<file path="src/include/gfsw_pkg.sv">
//
// Purpose: constants and types for the general register file and status word
// Assumes: 16 x 32-bit registers, 16-bit status word, 32-bit register bus
// Notes:   bus offsets are byte addresses of aligned 32-bit words
//
package gfsw_pkg;

    // ************************************************************
    // geometry
    // ************************************************************
    localparam int          GFSW_NREG      = 16;
    localparam int          GFSW_XLEN      = 32;
    localparam int          GFSW_PSW_W     = 16;

    // ************************************************************
    // status word bit positions and reset
    // ************************************************************
    localparam int          PSW_C_BIT      = 0;
    localparam int          PSW_V_BIT      = 1;
    localparam int          PSW_Z_BIT      = 2;
    localparam int          PSW_N_BIT      = 3;
    localparam int          PSW_T_BIT      = 4;
    localparam int          PSW_IV_BIT     = 5;
    localparam int          PSW_FU_BIT     = 6;
    localparam int          PSW_DV_BIT     = 7;
    localparam logic [15:0] PSW_RST        = 16'h0000;
    localparam logic [15:0] PSW_WMASK      = 16'h00ff; // 15:8 read zero
    localparam logic [31:0] GPR_RST        = 32'h0000_0000;

    // ************************************************************
    // register bus map (byte addresses)
    // ************************************************************
    localparam logic [7:0]  OFS_PSW        = 8'h00;
    localparam logic [7:0]  OFS_STAT       = 8'h04;
    localparam logic [1:0]  OFS_GPR_PAGE   = 2'h1;   // 0x40..0x7c
    localparam int          STAT_TP_BIT    = 0;

    // ************************************************************
    // operand sizes
    // ************************************************************
    typedef enum logic [2:0] {
        GFSW_SZ_BYTE = 3'b000,
        GFSW_SZ_WORD = 3'b001,
        GFSW_SZ_LONG = 3'b010,
        GFSW_SZ_QUAD = 3'b011,
        GFSW_SZ_OCTA = 3'b100
    } gfsw_size_e;

endpackage

</file>
<file path="src/rtl/gfsw_core.sv">
//
// Purpose: general register file, status word and exception decision
// Assumes: datapath inputs synchronous to sys_clk_i; one bus master
// Notes:   datapath writes win over bus writes in the same cycle
//
// Overview of operation
// - sixteen 32-bit registers picked by a 4-bit index, bit 0 rightmost
// - register 15 is the program counter, next instruction byte address
// - register 14 is the stack pointer, top of the stack
// - registers 13 and 12 are frame and argument pointers, still general
// - byte write changes bits 7:0, word write bits 15:0, rest kept
// - byte read returns bits 7:0, word read bits 15:0 only
// - 64-bit datum: low half in register n, high half in n+1
// - 128-bit datum in n..n+3, bits 95:64 in n+2, 127:96 in n+3
// - multi-register access wrapping from 15 to 0 is undefined
// - bit field start 0..31 over the pair n+1:n as 64 bits
// - a 16-bit status word holds condition codes and enables
// - carry set on carry out or borrow into the top bit
// - overflow set on too-large result or conversion error
// - zero set on zero result, cleared otherwise
// - negative set on negative result, cleared otherwise
// - trace enable at start sets trace pending; pending at end faults
// - integer overflow traps only when enabled; V set regardless
// - floating underflow faults only when its enable is set
// - decimal overflow traps only when enabled; V set regardless
// - divide by zero always traps, floating divide by zero faults
// - floating overflow always faults
// - call entry sets IV and DV as given, clears FU, keeps T
//
// Design decisions made here: the placing of the registers and the Avalon-MM slave port.
`timescale 1ns/10ps

module gfsw_core
    import gfsw_pkg::*;
(
    input  wire logic         sys_clk_i,         // 100 MHz clock
    input  wire logic         rst_i,             // async reset, high
    // register bus slave
    input  wire logic [7:0]   avs_address_i,     // byte address
    input  wire logic         avs_read_i,        // read request
    input  wire logic         avs_write_i,       // write request
    input  wire logic [31:0]  avs_writedata_i,   // write data
    input  wire logic [3:0]   avs_byteenable_i,  // write byte lanes
    output logic      [31:0]  avs_readdata_o,    // read data
    output logic              avs_waitrequest_o, // stall
    // datapath register write
    input  wire logic         wr_en_i,           // write strobe
    input  wire logic [3:0]   wr_idx_i,          // first register n
    input  wire gfsw_size_e   wr_size_i,         // operand size
    input  wire logic [127:0] wr_data_i,         // datum, lsb aligned
    // datapath register read
    input  wire logic [3:0]   rd_idx_i,          // first register n
    input  wire gfsw_size_e   rd_size_i,         // operand size
    output logic      [127:0] rd_data_o,         // datum, zero extended
    // bit field read
    input  wire logic [3:0]   fld_idx_i,         // low register n
    input  wire logic [4:0]   fld_pos_i,         // start bit 0..31
    input  wire logic [5:0]   fld_len_i,         // size 0..32
    output logic      [31:0]  fld_data_o,        // field, zero extended
    // status word
    input  wire logic         psw_wr_i,          // load whole word
    input  wire logic [15:0]  psw_wdata_i,       // word to load
    input  wire logic [3:0]   cc_upd_i,          // update mask N Z V C
    input  wire logic [3:0]   cc_val_i,          // new N Z V C
    input  wire logic         call_entry_i,      // procedure entry
    input  wire logic         call_iv_i,         // new integer enable
    input  wire logic         call_dv_i,         // new decimal enable
    output logic      [15:0]  processor_status_word_o, // live word
    // instruction boundary and exception events
    input  wire logic         insn_start_i,      // instruction begins
    input  wire logic         insn_end_i,        // instruction ends
    input  wire logic         int_ovf_i,         // integer overflow
    input  wire logic         dec_ovf_i,         // decimal overflow
    input  wire logic         flt_unf_i,         // floating underflow
    input  wire logic         flt_ovf_i,         // floating overflow
    input  wire logic         div_zero_i,        // int/dec zero divisor
    input  wire logic         flt_div_zero_i,    // float zero divisor
    output logic              trace_pending_o,   // pending trace
    output logic              trace_fault_o,     // pulse
    output logic              int_ovf_trap_o,    // pulse
    output logic              dec_ovf_trap_o,    // pulse
    output logic              flt_unf_fault_o,   // pulse
    output logic              flt_ovf_fault_o,   // pulse
    output logic              div_zero_trap_o,   // pulse
    output logic              flt_div_fault_o,   // pulse
    output logic      [31:0]  program_counter_reg_o, // register 15
    output logic      [31:0]  stack_pointer_reg_o    // register 14
);

    // ************************************************************
    // helpers
    // ************************************************************

    // registers touched by an operand of the given size
    function automatic logic [2:0] size_regs(input gfsw_size_e sz);
        unique case (sz)
            GFSW_SZ_QUAD: size_regs = 3'h2;
            GFSW_SZ_OCTA: size_regs = 3'h4;
            default:      size_regs = 3'h1;
        endcase
    endfunction

    // byte and word writes keep the untouched upper bits
    function automatic logic [31:0] lane_merge(input logic [31:0] old_v,
                                               input logic [31:0] new_v,
                                               input gfsw_size_e  sz);
        unique case (sz)
            GFSW_SZ_BYTE: lane_merge = {old_v[31:8], new_v[7:0]};
            GFSW_SZ_WORD: lane_merge = {old_v[31:16], new_v[15:0]};
            default:      lane_merge = new_v;
        endcase
    endfunction

    // bus byte enables
    function automatic logic [31:0] be_merge(input logic [31:0] old_v,
                                             input logic [31:0] new_v,
                                             input logic [3:0]  be);
        for (int b = 0; b < 4; b++) begin
            be_merge[8*b +: 8] = be[b] ? new_v[8*b +: 8] : old_v[8*b +: 8];
        end
    endfunction

    // ************************************************************
    // state
    // ************************************************************
    logic [31:0]  gpr_r [GFSW_NREG];
    logic [31:0]  gpr_nxt [GFSW_NREG];
    logic [15:0]  psw_r;
    logic [15:0]  psw_nxt;
    logic         tp_r;
    logic         tp_nxt;
    logic         ack_r;
    logic [31:0]  rdata_r;
    logic [127:0] rd_data_r;
    logic [31:0]  fld_r;
    logic [7:0]   exc_r;
    logic [7:0]   exc_nxt;

    // ************************************************************
    // register bus decode
    // ************************************************************
    wire logic        bus_req_w  = avs_read_i | avs_write_i;
    wire logic        bus_take_w = bus_req_w & ack_r;
    wire logic        bus_wr_w   = avs_write_i & ack_r;
    wire logic        hit_psw_w  = avs_address_i[7:2] == OFS_PSW[7:2];
    wire logic        hit_stat_w = avs_address_i[7:2] == OFS_STAT[7:2];
    wire logic        hit_gpr_w  = avs_address_i[7:6] == OFS_GPR_PAGE;
    wire logic [3:0]  bus_idx_w  = avs_address_i[5:2];
    logic      [31:0] bus_rdata_w;

    // read mux, unmapped reads return zero
    assign bus_rdata_w = hit_psw_w  ? {16'h0000, psw_r} :
                         hit_stat_w ? {31'h0, tp_r} :
                         hit_gpr_w  ? gpr_r[bus_idx_w] : 32'h0000_0000;

    // one wait cycle, then the answer stands for the accepting edge
    assign avs_waitrequest_o = bus_req_w & ~ack_r;
    assign avs_readdata_o    = rdata_r;

    // ack toggles on so each request sees exactly one wait cycle
    always_ff @(posedge sys_clk_i or posedge rst_i) begin
        if (rst_i) begin
            ack_r   <= 1'b0;
            rdata_r <= 32'h0000_0000;
        end else begin
            ack_r <= bus_req_w & ~ack_r;
            if (avs_read_i & ~ack_r) begin
                rdata_r <= bus_rdata_w;
            end
        end
    end

    // ************************************************************
    // general registers
    // ************************************************************
    logic [2:0] wr_regs_w;
    assign wr_regs_w = size_regs(wr_size_i);

    // per register: datapath lane hit, else bus write, else hold
    for (genvar g = 0; g < GFSW_NREG; g++) begin : g_gpr
        logic [3:0]  lane_k;
        logic        dp_hit;
        logic        bus_hit;
        logic [31:0] lane_d;
        assign lane_k  = 4'(g) - wr_idx_i;
        assign dp_hit  = wr_en_i & (lane_k < {1'b0, wr_regs_w});
        assign lane_d  = wr_data_i[32*lane_k[1:0] +: 32];
        assign bus_hit = bus_wr_w & hit_gpr_w & (bus_idx_w == 4'(g));
        assign gpr_nxt[g] = dp_hit  ? lane_merge(gpr_r[g], lane_d,
                                                 wr_size_i) :
                            bus_hit ? be_merge(gpr_r[g], avs_writedata_i,
                                               avs_byteenable_i) :
                            gpr_r[g];
    end

    // register array, frame and argument pointers are plain entries
    always_ff @(posedge sys_clk_i or posedge rst_i) begin
        if (rst_i) begin
            for (int i = 0; i < GFSW_NREG; i++) gpr_r[i] <= GPR_RST;
        end else begin
            for (int i = 0; i < GFSW_NREG; i++) begin
                gpr_r[i] <= gpr_nxt[i];
            end
        end
    end

    // special registers exposed to the fetch and stack logic
    assign program_counter_reg_o = gpr_r[15];
    assign stack_pointer_reg_o   = gpr_r[14];

    // ************************************************************
    // register and field reads
    // ************************************************************
    logic [127:0] rd_raw_w;
    logic [127:0] rd_mask_w;
    logic [63:0]  pair_w;
    logic [63:0]  pair_sh_w;
    logic [31:0]  fld_mask_w;

    // four consecutive registers, lowest index in the low word
    assign rd_raw_w  = {gpr_r[rd_idx_i + 4'h3], gpr_r[rd_idx_i + 4'h2],
                        gpr_r[rd_idx_i + 4'h1], gpr_r[rd_idx_i]};
    assign rd_mask_w = (rd_size_i == GFSW_SZ_BYTE) ? 128'hff :
                       (rd_size_i == GFSW_SZ_WORD) ? 128'hffff :
                       (rd_size_i == GFSW_SZ_LONG) ? 128'hffff_ffff :
                       (rd_size_i == GFSW_SZ_QUAD) ? {64'h0, {64{1'b1}}} :
                       {128{1'b1}};

    // pair n+1:n as one 64-bit value, start bit limited to 0..31
    assign pair_w     = {gpr_r[fld_idx_i + 4'h1], gpr_r[fld_idx_i]};
    assign pair_sh_w  = pair_w >> fld_pos_i;
    assign fld_mask_w = (fld_len_i >= 6'd32) ? 32'hffff_ffff :
                        ((32'h1 << fld_len_i[4:0]) - 32'h1);

    // registered read data
    always_ff @(posedge sys_clk_i or posedge rst_i) begin
        if (rst_i) begin
            rd_data_r <= '0;
            fld_r     <= 32'h0000_0000;
        end else begin
            rd_data_r <= rd_raw_w & rd_mask_w;
            fld_r     <= pair_sh_w[31:0] & fld_mask_w;
        end
    end

    assign rd_data_o  = rd_data_r;
    assign fld_data_o = fld_r;

    // ************************************************************
    // status word
    // ************************************************************
    logic [31:0] psw_be_w;
    logic [15:0] psw_bus_w;
    logic [15:0] psw_dp_w;
    logic [15:0] psw_call_w;
    logic        ovf_evt_w;
    logic        t_w;
    logic        iv_w;
    logic        fu_w;
    logic        dv_w;

    assign t_w  = psw_r[PSW_T_BIT];
    assign iv_w = psw_r[PSW_IV_BIT];
    assign fu_w = psw_r[PSW_FU_BIT];
    assign dv_w = psw_r[PSW_DV_BIT];

    // overflow events set V whatever the enables say
    assign ovf_evt_w = insn_end_i & (int_ovf_i | dec_ovf_i);

    // bus write, then datapath load, then call entry, then codes
    assign psw_be_w   = be_merge({16'h0000, psw_r}, avs_writedata_i,
                                 avs_byteenable_i);
    assign psw_bus_w  = (bus_wr_w & hit_psw_w) ?
                        (psw_be_w[15:0] & PSW_WMASK) : psw_r;
    assign psw_dp_w   = psw_wr_i ? (psw_wdata_i & PSW_WMASK) : psw_bus_w;
    always_comb begin
        psw_call_w = psw_dp_w;
        if (call_entry_i) begin
            psw_call_w[PSW_IV_BIT] = call_iv_i;
            psw_call_w[PSW_DV_BIT] = call_dv_i;
            psw_call_w[PSW_FU_BIT] = 1'b0;
        end
    end

    // condition codes from the datapath result
    always_comb begin
        psw_nxt = psw_call_w;
        if (cc_upd_i[0]) psw_nxt[PSW_C_BIT] = cc_val_i[0];
        if (cc_upd_i[1]) psw_nxt[PSW_V_BIT] = cc_val_i[1];
        if (cc_upd_i[2]) psw_nxt[PSW_Z_BIT] = cc_val_i[2];
        if (cc_upd_i[3]) psw_nxt[PSW_N_BIT] = cc_val_i[3];
        if (ovf_evt_w)   psw_nxt[PSW_V_BIT] = 1'b1;
    end

    always_ff @(posedge sys_clk_i or posedge rst_i) begin
        if (rst_i) psw_r <= PSW_RST;
        else       psw_r <= psw_nxt;
    end

    assign processor_status_word_o = psw_r;

    // ************************************************************
    // trace and exception decision at instruction end
    // ************************************************************
    logic tp_cause_w;

    // trace pending as seen at the end of this instruction
    assign tp_cause_w = tp_r | (insn_start_i & t_w);
    assign tp_nxt     = insn_end_i ? 1'b0 :
                        (insn_start_i & t_w) ? 1'b1 : tp_r;

    // enabled and permanent exceptions, one pulse each
    assign exc_nxt[0] = insn_end_i & tp_cause_w;
    assign exc_nxt[1] = insn_end_i & int_ovf_i & iv_w;
    assign exc_nxt[2] = insn_end_i & dec_ovf_i & dv_w;
    assign exc_nxt[3] = insn_end_i & flt_unf_i & fu_w;
    assign exc_nxt[4] = insn_end_i & flt_ovf_i;
    assign exc_nxt[5] = insn_end_i & div_zero_i;
    assign exc_nxt[6] = insn_end_i & flt_div_zero_i;
    assign exc_nxt[7] = 1'b0;

    always_ff @(posedge sys_clk_i or posedge rst_i) begin
        if (rst_i) begin
            tp_r  <= 1'b0;
            exc_r <= 8'h00;
        end else begin
            tp_r  <= tp_nxt;
            exc_r <= exc_nxt;
        end
    end

    assign trace_pending_o = tp_r;
    assign trace_fault_o   = exc_r[0];
    assign int_ovf_trap_o  = exc_r[1];
    assign dec_ovf_trap_o  = exc_r[2];
    assign flt_unf_fault_o = exc_r[3];
    assign flt_ovf_fault_o = exc_r[4];
    assign div_zero_trap_o = exc_r[5];
    assign flt_div_fault_o = exc_r[6];

    logic [31:0] wr_old_w;
    logic [31:0] wr_hi_w;
    assign wr_old_w = gpr_r[wr_idx_i];
    assign wr_hi_w  = wr_data_i[63:32];
endmodule // gfsw_core
</file>
<file path="config.mk">
export PLATFORM = sky130hd
export DESIGN_NAME = gfsw_core
export DESIGN_NICKNAME = d
export VERILOG_FILES = /design/src/include/gfsw_pkg.sv /design/src/rtl/gfsw_core.sv
export SDC_FILE = /design/constraint.sdc
export NUM_CORES = 2
export LEC_CHECK = 0
export BUFFER_PORTS_ARGS = -buffer_cell sky130_fd_sc_hd__buf_4
export CAP_MARGIN = 0
export CORE_MARGIN = 3
export CORE_UTILIZATION = 36
export CTS_CLUSTER_SIZE = 10
export DETAILED_ROUTE_END_ITERATION = 8
export PLACE_DENSITY = 0.52
export SYNTH_ARGS = -nofsm -noshare
export SYNTH_HDL_FRONTEND = slang
export SYNTH_SLANG_ARGS = --single-unit
</file>
<file path="constraint.sdc">
create_clock -name sys_clk_i -period 21.8 [get_ports sys_clk_i]
set_input_delay 1.09 -clock sys_clk_i [delete_from_list [all_inputs] [get_ports sys_clk_i]]
set_output_delay 1.09 -clock sys_clk_i [all_outputs]
set_load 0.05 [all_outputs]
</file>
======== Word level (Yosys, flattened, before mapping) ========
Index checks and enable logic that the tools add are counted.
storage, ports and cells
  flip-flop bits (word level) ............. 729
  input bits .............................. 242
  output and inout bits ................... 281
  logic and storage cells ................. 516
cells by class
  add/subtract/negate cells ............... 21
  magnitude comparators ................... 24
  eq/ne operators ......................... 55
  shifts and indexed selects .............. 18
  mux-type cells .......................... 92
  bitwise gates (word level) .............. 62
  reduce and logical (&&, ||, !) cells .... 167
operators with widths
  cell                                                                   count
  128-bit by 8-bit indexed part select with 32-bit output                16
  32-bit two-way mux                                                     50
  32-bit case mux with 2 select lines                                    16
  32-bit binary-select mux with 4-bit select                             7
  128-bit two-way mux                                                    4
  2-bit nonzero test                                                     83
  128-bit bitwise AND                                                    1
  4-bit AND reduction                                                    32
  4-bit by 3-bit less-than comparator with 1-bit output                  16
  2-bit != test (second input constant)                                  32
  64-bit by 5-bit >> shifter with 32-bit output                          1
  1-bit bitwise AND                                                      49
  3-bit AND reduction                                                    16
  2-bit AND reduction                                                    22
  5-bit greater-or-equal comparator (second input constant)              7
  4-bit NOT with 5-bit output                                            7
  32-bit bitwise AND                                                     1
  4-bit equality test (second input constant)                            8
  16-bit two-way mux                                                     2
  8-bit two-way mux                                                      4
  1-bit by 5-bit << shifter with 32-bit output (first input constant)    1
  32-bit by 1-bit subtractor with 32-bit output (second input constant)  1
  4-bit subtractor (first input constant)                                8
  3-bit nonzero test                                                     8
  other kinds (23)                                                       47

======== Depth between registers and ports, before layout ========
  word-level depth ........................ 7
  gate-level depth with buffers ........... 17
  depth with buffers taken out ............ 11

======== Worst setup path after synthesis ========
Ideal clock, no wire load.
  path kind ............................... input to register
  start ................................... input port wr_idx_i[1]
  end ..................................... register gpr_r[176] in the netlist's numbering
  setup time .............................. 0.132 ns
  arrival time ............................ 5.744 ns
  required time ........................... 21.668 ns
  slack ................................... 15.924 ns
  cell stages on the path ................. 16
  buffers on the path ..................... 7
  path through ............................ clkbuf_1 -> buf_1 -> clkbuf_1 -> inv_1 -> ha_1 -> clkbuf_1 -> buf_1 -> clkbuf_1 -> inv_1 -> ha_1 -> a21o_1 -> a211oi_1 -> nor2_1 -> a21oi_1 -> clkbuf_1 -> o21ai_1
between the ends
  word-level cells in the longest chain between the ends .. 5
  elaborated cells between the ends (all ways) .. 11
  classes of those cells .................. add/sub (1); order compare (1); eq/ne (2); shift (1); mux (2); bitwise (1); reduce/logical (3)
RTL lines
  element                                                                                          RTL line          RTL
  from (decl)                                                                                      gfsw_core.sv:48   input wire logic [3:0] wr_idx_i,
  4-bit subtractor *                                                                               gfsw_core.sv:185  assign lane_k = 4'(g) - wr_idx_i;
  branches (longest 4 deep; another with 128-bit by 8-bit indexed part select with 32-bit output)  n/a
  to (signal, indexed assignment)                                                                  gfsw_core.sv:202  gpr_r[i] <= gpr_nxt[i];
  to (decl)                                                                                        gfsw_core.sv:126  logic [31:0] gpr_r [GFSW_NREG];
Every way passes the cells marked *. The select of a mux whose other input is x is not followed.
A chain may end at the register's enable or synchronous reset.

======== Worst setup path in the final report ========
  start ................................... input port fld_idx_i[0]
  end ..................................... register fld_r[10] (netlist: fld_data_o[10])
between the ends
  word-level cells in the longest chain between the ends .. 7
  elaborated cells between the ends (all ways) .. 11
  classes of those cells .................. add/sub (1); shift (1); mux (6); bitwise (3)
RTL lines
  element                                                 RTL line          RTL
  from (decl)                                             gfsw_core.sv:56   input wire logic [3:0] fld_idx_i,
  4-bit by 1-bit adder with 4-bit output                  gfsw_core.sv:230  assign pair_w = {gpr_r[fld_idx_i + 4'h1], gpr_r[fld_idx_i]};
  4-bit NOT with 5-bit output (implied by the code)       gfsw_core.sv:230
  32-bit binary-select mux with 4-bit select              gfsw_core.sv:230
  32-bit two-way mux (implied by the code) (2 in series)  gfsw_core.sv:230
  64-bit by 5-bit >> shifter with 32-bit output *         gfsw_core.sv:231  assign pair_sh_w = pair_w >> fld_pos_i;
  32-bit bitwise AND *                                    gfsw_core.sv:242  fld_r <= pair_sh_w[31:0] & fld_mask_w;
  to (signal assigned)                                    gfsw_core.sv:242
  to (decl)                                               gfsw_core.sv:135  logic [31:0] fld_r;
Mark *: on every way between the ends. The rest lies on a longest branch, timed or not. The select of a mux whose other input is x is not followed.

==> impl_metrics.csv <==
group,metric,value,unit
status,status,"completed",
cts,htree_levels,3,
cells_and_area,area_growth,12.8,%
floorplan,initial_core_util,36.3,%
cts,cts_tree,"done",
yosys,synth_warnings,0,
route,dr.first_iter.drc_count,7967,
yosys,avgSynthCellArea,12.4,sq um
route,wire_per_inst,38.3,um
floorplan,row_count,158,
sta,tns,0,ps
route,wl,311000,um
yosys,synth_common_cells,"mux4_2 (1,135), dfrtp_1 (721), mux2i_1 (545), nand2_1 (453), mux2_2 (425)",
critical_path,required,22420,ps
route,num_vias,56200,
grt,overflow,0,
cells_and_area,multiInputGateArea,0.0467,sq mm
yosys,synthFlopType,"dfrtp_1",
placed_design,gp_congestion,0.961,
pwr,seqPwrFrac,32.4,%
sta,grt_setup_unrepaired,"false",
yosys,synth_top_area_share,38.0,%
critical_path,crit_type,"primary input to flip-flop",
yosys,ys_seq_area_share,26.8,%
floorplan,dieArea,0.192,sq mm
sta,fin_crit,6300,ps
floorplan,core,0.186,sq mm
grt,track_usage,31.7,%
grt,grt_max_degree,79,
flow_run,cap_violations,0,
route,antenna_left,0,
route,drt-pass1-iter-count,6,
critical_path,path_cells,"buf_8 > ha_4 > buf_4 > buf_4 > mux2i_1 > mux4_2 > mux2i_1 > mux2i_1 > mux4_2 > a21oi_1 > mux2i_1 > a211oi_1",
sta,slew_viol_final,0,
critical_path,cp.depth,12,
sta,hold_violations,0,
cells_and_area,nNetsFinal,5841,
yosys,async_flop_share,100,%
critical_path,crit_path_end_kind,"flip-flop",
sta,worst_pin_slew,1340,ps
floorplan,die_y,439,um
floorplan,die_x,439,um
placed_design,hpwl,219000,um
yosys,yosys-top-cells-area,"mux4_2 (38%), dfrtp_1 (27%), mux2i_1 (8.1%)",
yosys,yosysMostFrequentCell,"mux4_2",
grt,antenna_found_initial,30,
route,viasPerCell,6.92,
yosys,yosys.area.top_type,"mux4_2",
yosys,synth_area,0.0673,sq mm
cts,clk_pin_slew_worst_paths,60,ps
pwr,power_density,111,mW/mm^2
pwr,leakage,29.9,nW
yosys,synth.distinct_cells,82,
yosys,synth_seq_cells,721,
grt,grt_pass1_vias,53900,
pwr,swShare,44.4,%
cts,clock_path_buffers,3,
cts,cts_resized,0,
floorplan,io_pins,523,
cts,clock_sinks,721,
grt,grt_pass1_wl,434000,um
cts,cts_inserted_buffers,92,
critical_path,critPathMaxStageDelay,750,ps
pwr,fin_total_pwr,8.45,mW
cells_and_area,layout-drive-gt1-share,43.2,%
cts,clock_latency,740,ps
critical_path,cp_top_family,"multiplexers",
yosys,syn_inst,5436,
sta,finalSetupViolCount,0,
critical_path,cp_common_cell,"mux2i_1",
cells_and_area,regArea,0.0180,sq mm
pwr,p_comb_share,49.3,%
worst_hold_path,min_path_type,"primary input to asynchronous set/reset pin",
cts,post_cts_buffers,0,
critical_path,worstPathArrival,6920,ps
critical_path,worstPathMaxFanout,78,
cts,clock-root-buffer,"clkbuf_16",
critical_path,cpMaxStageDelayCell,"buf_4",
yosys,synth_edf_count,0,
pwr,p_switching,3.75,mW
placed_design,portBuffers,504,
pwr,internal-power,4.70,mW
critical_path,start_kind,"primary input",
critical_path,cp_num_buf_inv,3,
sta,period_share,28.9,%
cells_and_area,nFillCells,17600,
sta,max_freq,159,MHz
route,drc,0,
critical_path,rr_worst_depth,8,
pwr,clkPwrFrac,18.3,%
sta,slew_headroom,10.3,%
cts,postCtsHoldBufs,0,
pwr,vdd_drop_max,0.0000699,V
sta,fin_skew,39.3,ps
==> routing by layer <==
layer | routed length (um) | vias up | GRT usage (%)
li1 | - | 22000 | -
met4 | 18200 | 12 | 16.0
met5 | 77 | - | 0
met2 | 134000 | 3912 | 45.4
met1 | 120000 | 29500 | 42.4
met3 | 39500 | 771 | 11.3
==> cell type report <==
type	instances	share of cell area [%]
Inverter	57	0.292
Tap cell	2480	4.08
Antenna cell	18	0.0593
Clock buffer	125	3.43
Multi-Input combinational cell	4049	61.5
Sequential cell	721	23.8
Timing Repair Buffer	653	6.53
Clock inverter	22	0.394
==> per-stage QoR <==
step / hold WS (ps) / setup WS [ps] / instances / cell area (sq um) / util [%]
6_report: 377 / 15500 / 8125 / 76000 / 40.9
3_5_place_dp: 473 / 14840 / 7960 / 73000 / 39.3
5_1_grt: 425 / 15310 / 8116 / 75900 / 40.9
4_1_cts: 384 / 15620 / 8107 / 75900 / 40.9
3_3_place_gp: 467 / 14890 / 7960 / 73000 / 39.3
2_1_floorplan: 527 / 484 / 5443 / 67400 / -
==> path summary, 6_finish.rpt <==
path	startpoint	end	slack, ps
setup / recovery	fld_idx_i[0]	fld_data_o[10]	15500
hold reg to reg	avs_readdata_o[27]	avs_readdata_o[27]	480
setup reg to reg	program_counter_reg_o[25]	fld_data_o[25]	17250
hold / removal	rst_i	exc_r[6]	380
max in group asynchronous	rst_i	gpr_r[159]	16940
min in group sys_clk_i	avs_readdata_o[27]	avs_readdata_o[27]	480
==> kinds of logic after synthesis <==
logic type / after synthesis / synth area share, %
muxes: 2110 / 53.3
and+or+nand+nor: 1098 / 7.39
AOI/OAI and AO/OA: 788 / 7.21
DFF: 721 / 26.8
buffers and inverters: 673 / 4.50
adders and majority gates: 25 / 0.464
xor gates and xnor gates: 20 / 0.355
other: 1 / 0.00557
==> power by group through the flow <==
| stage | registers (mW) | clock network, mW | logic [mW] |
|---|---|---|---|
| after floorplan | 2.63 | 0 | 2.63 |
| after global placement | 2.65 | 0 | 4.07 |
| after detailed placement | 2.70 | 0 | 4.10 |
| after CTS | 2.67 | 1.57 | 4.11 |
| after global routing | 2.79 | 1.62 | 4.34 |
| final | 2.74 | 1.54 | 4.17 |
==> flip-flops by register name, summed over array words and instances, names as in the netlist <==
name	flops
exc_r	7
gpr_r	448
ack_r	1
processor_status_word_o	8
rd_data_o	128
stack_pointer_reg_o	32
fld_data_o	32
avs_readdata_o	32
trace_pending_o	1
program_counter_reg_o	32
==> worst reg2reg max path: stages, from the launching register on <==
cell and delay, ps:
dfrtp_1 660, mux2i_1 160, a221oi_1 670, a21oi_1 370, o31ai_2 680, mux2i_1 560, o211ai_1 440, o221ai_1 320
a2111oi_0 540
==> cell usage in the layout, fill, tap and decap left out, types with 31 or more instances in the layout <==
cell type,instances
a211oi_1,73
a21oi_1,201
a22oi_1,37
and2_1,44
and3_1,42
buf_4,645
clkbuf_16,94
dfrtp_1,721
inv_1,51
mux2_2,425
mux2i_1,542
mux4_2,1135
nand2_1,449
nand3_1,63
nand3b_1,36
nor2_1,276
nor2b_1,79
nor3_1,31
o21ai_0,239
Power figures use the tool's default switching activity.
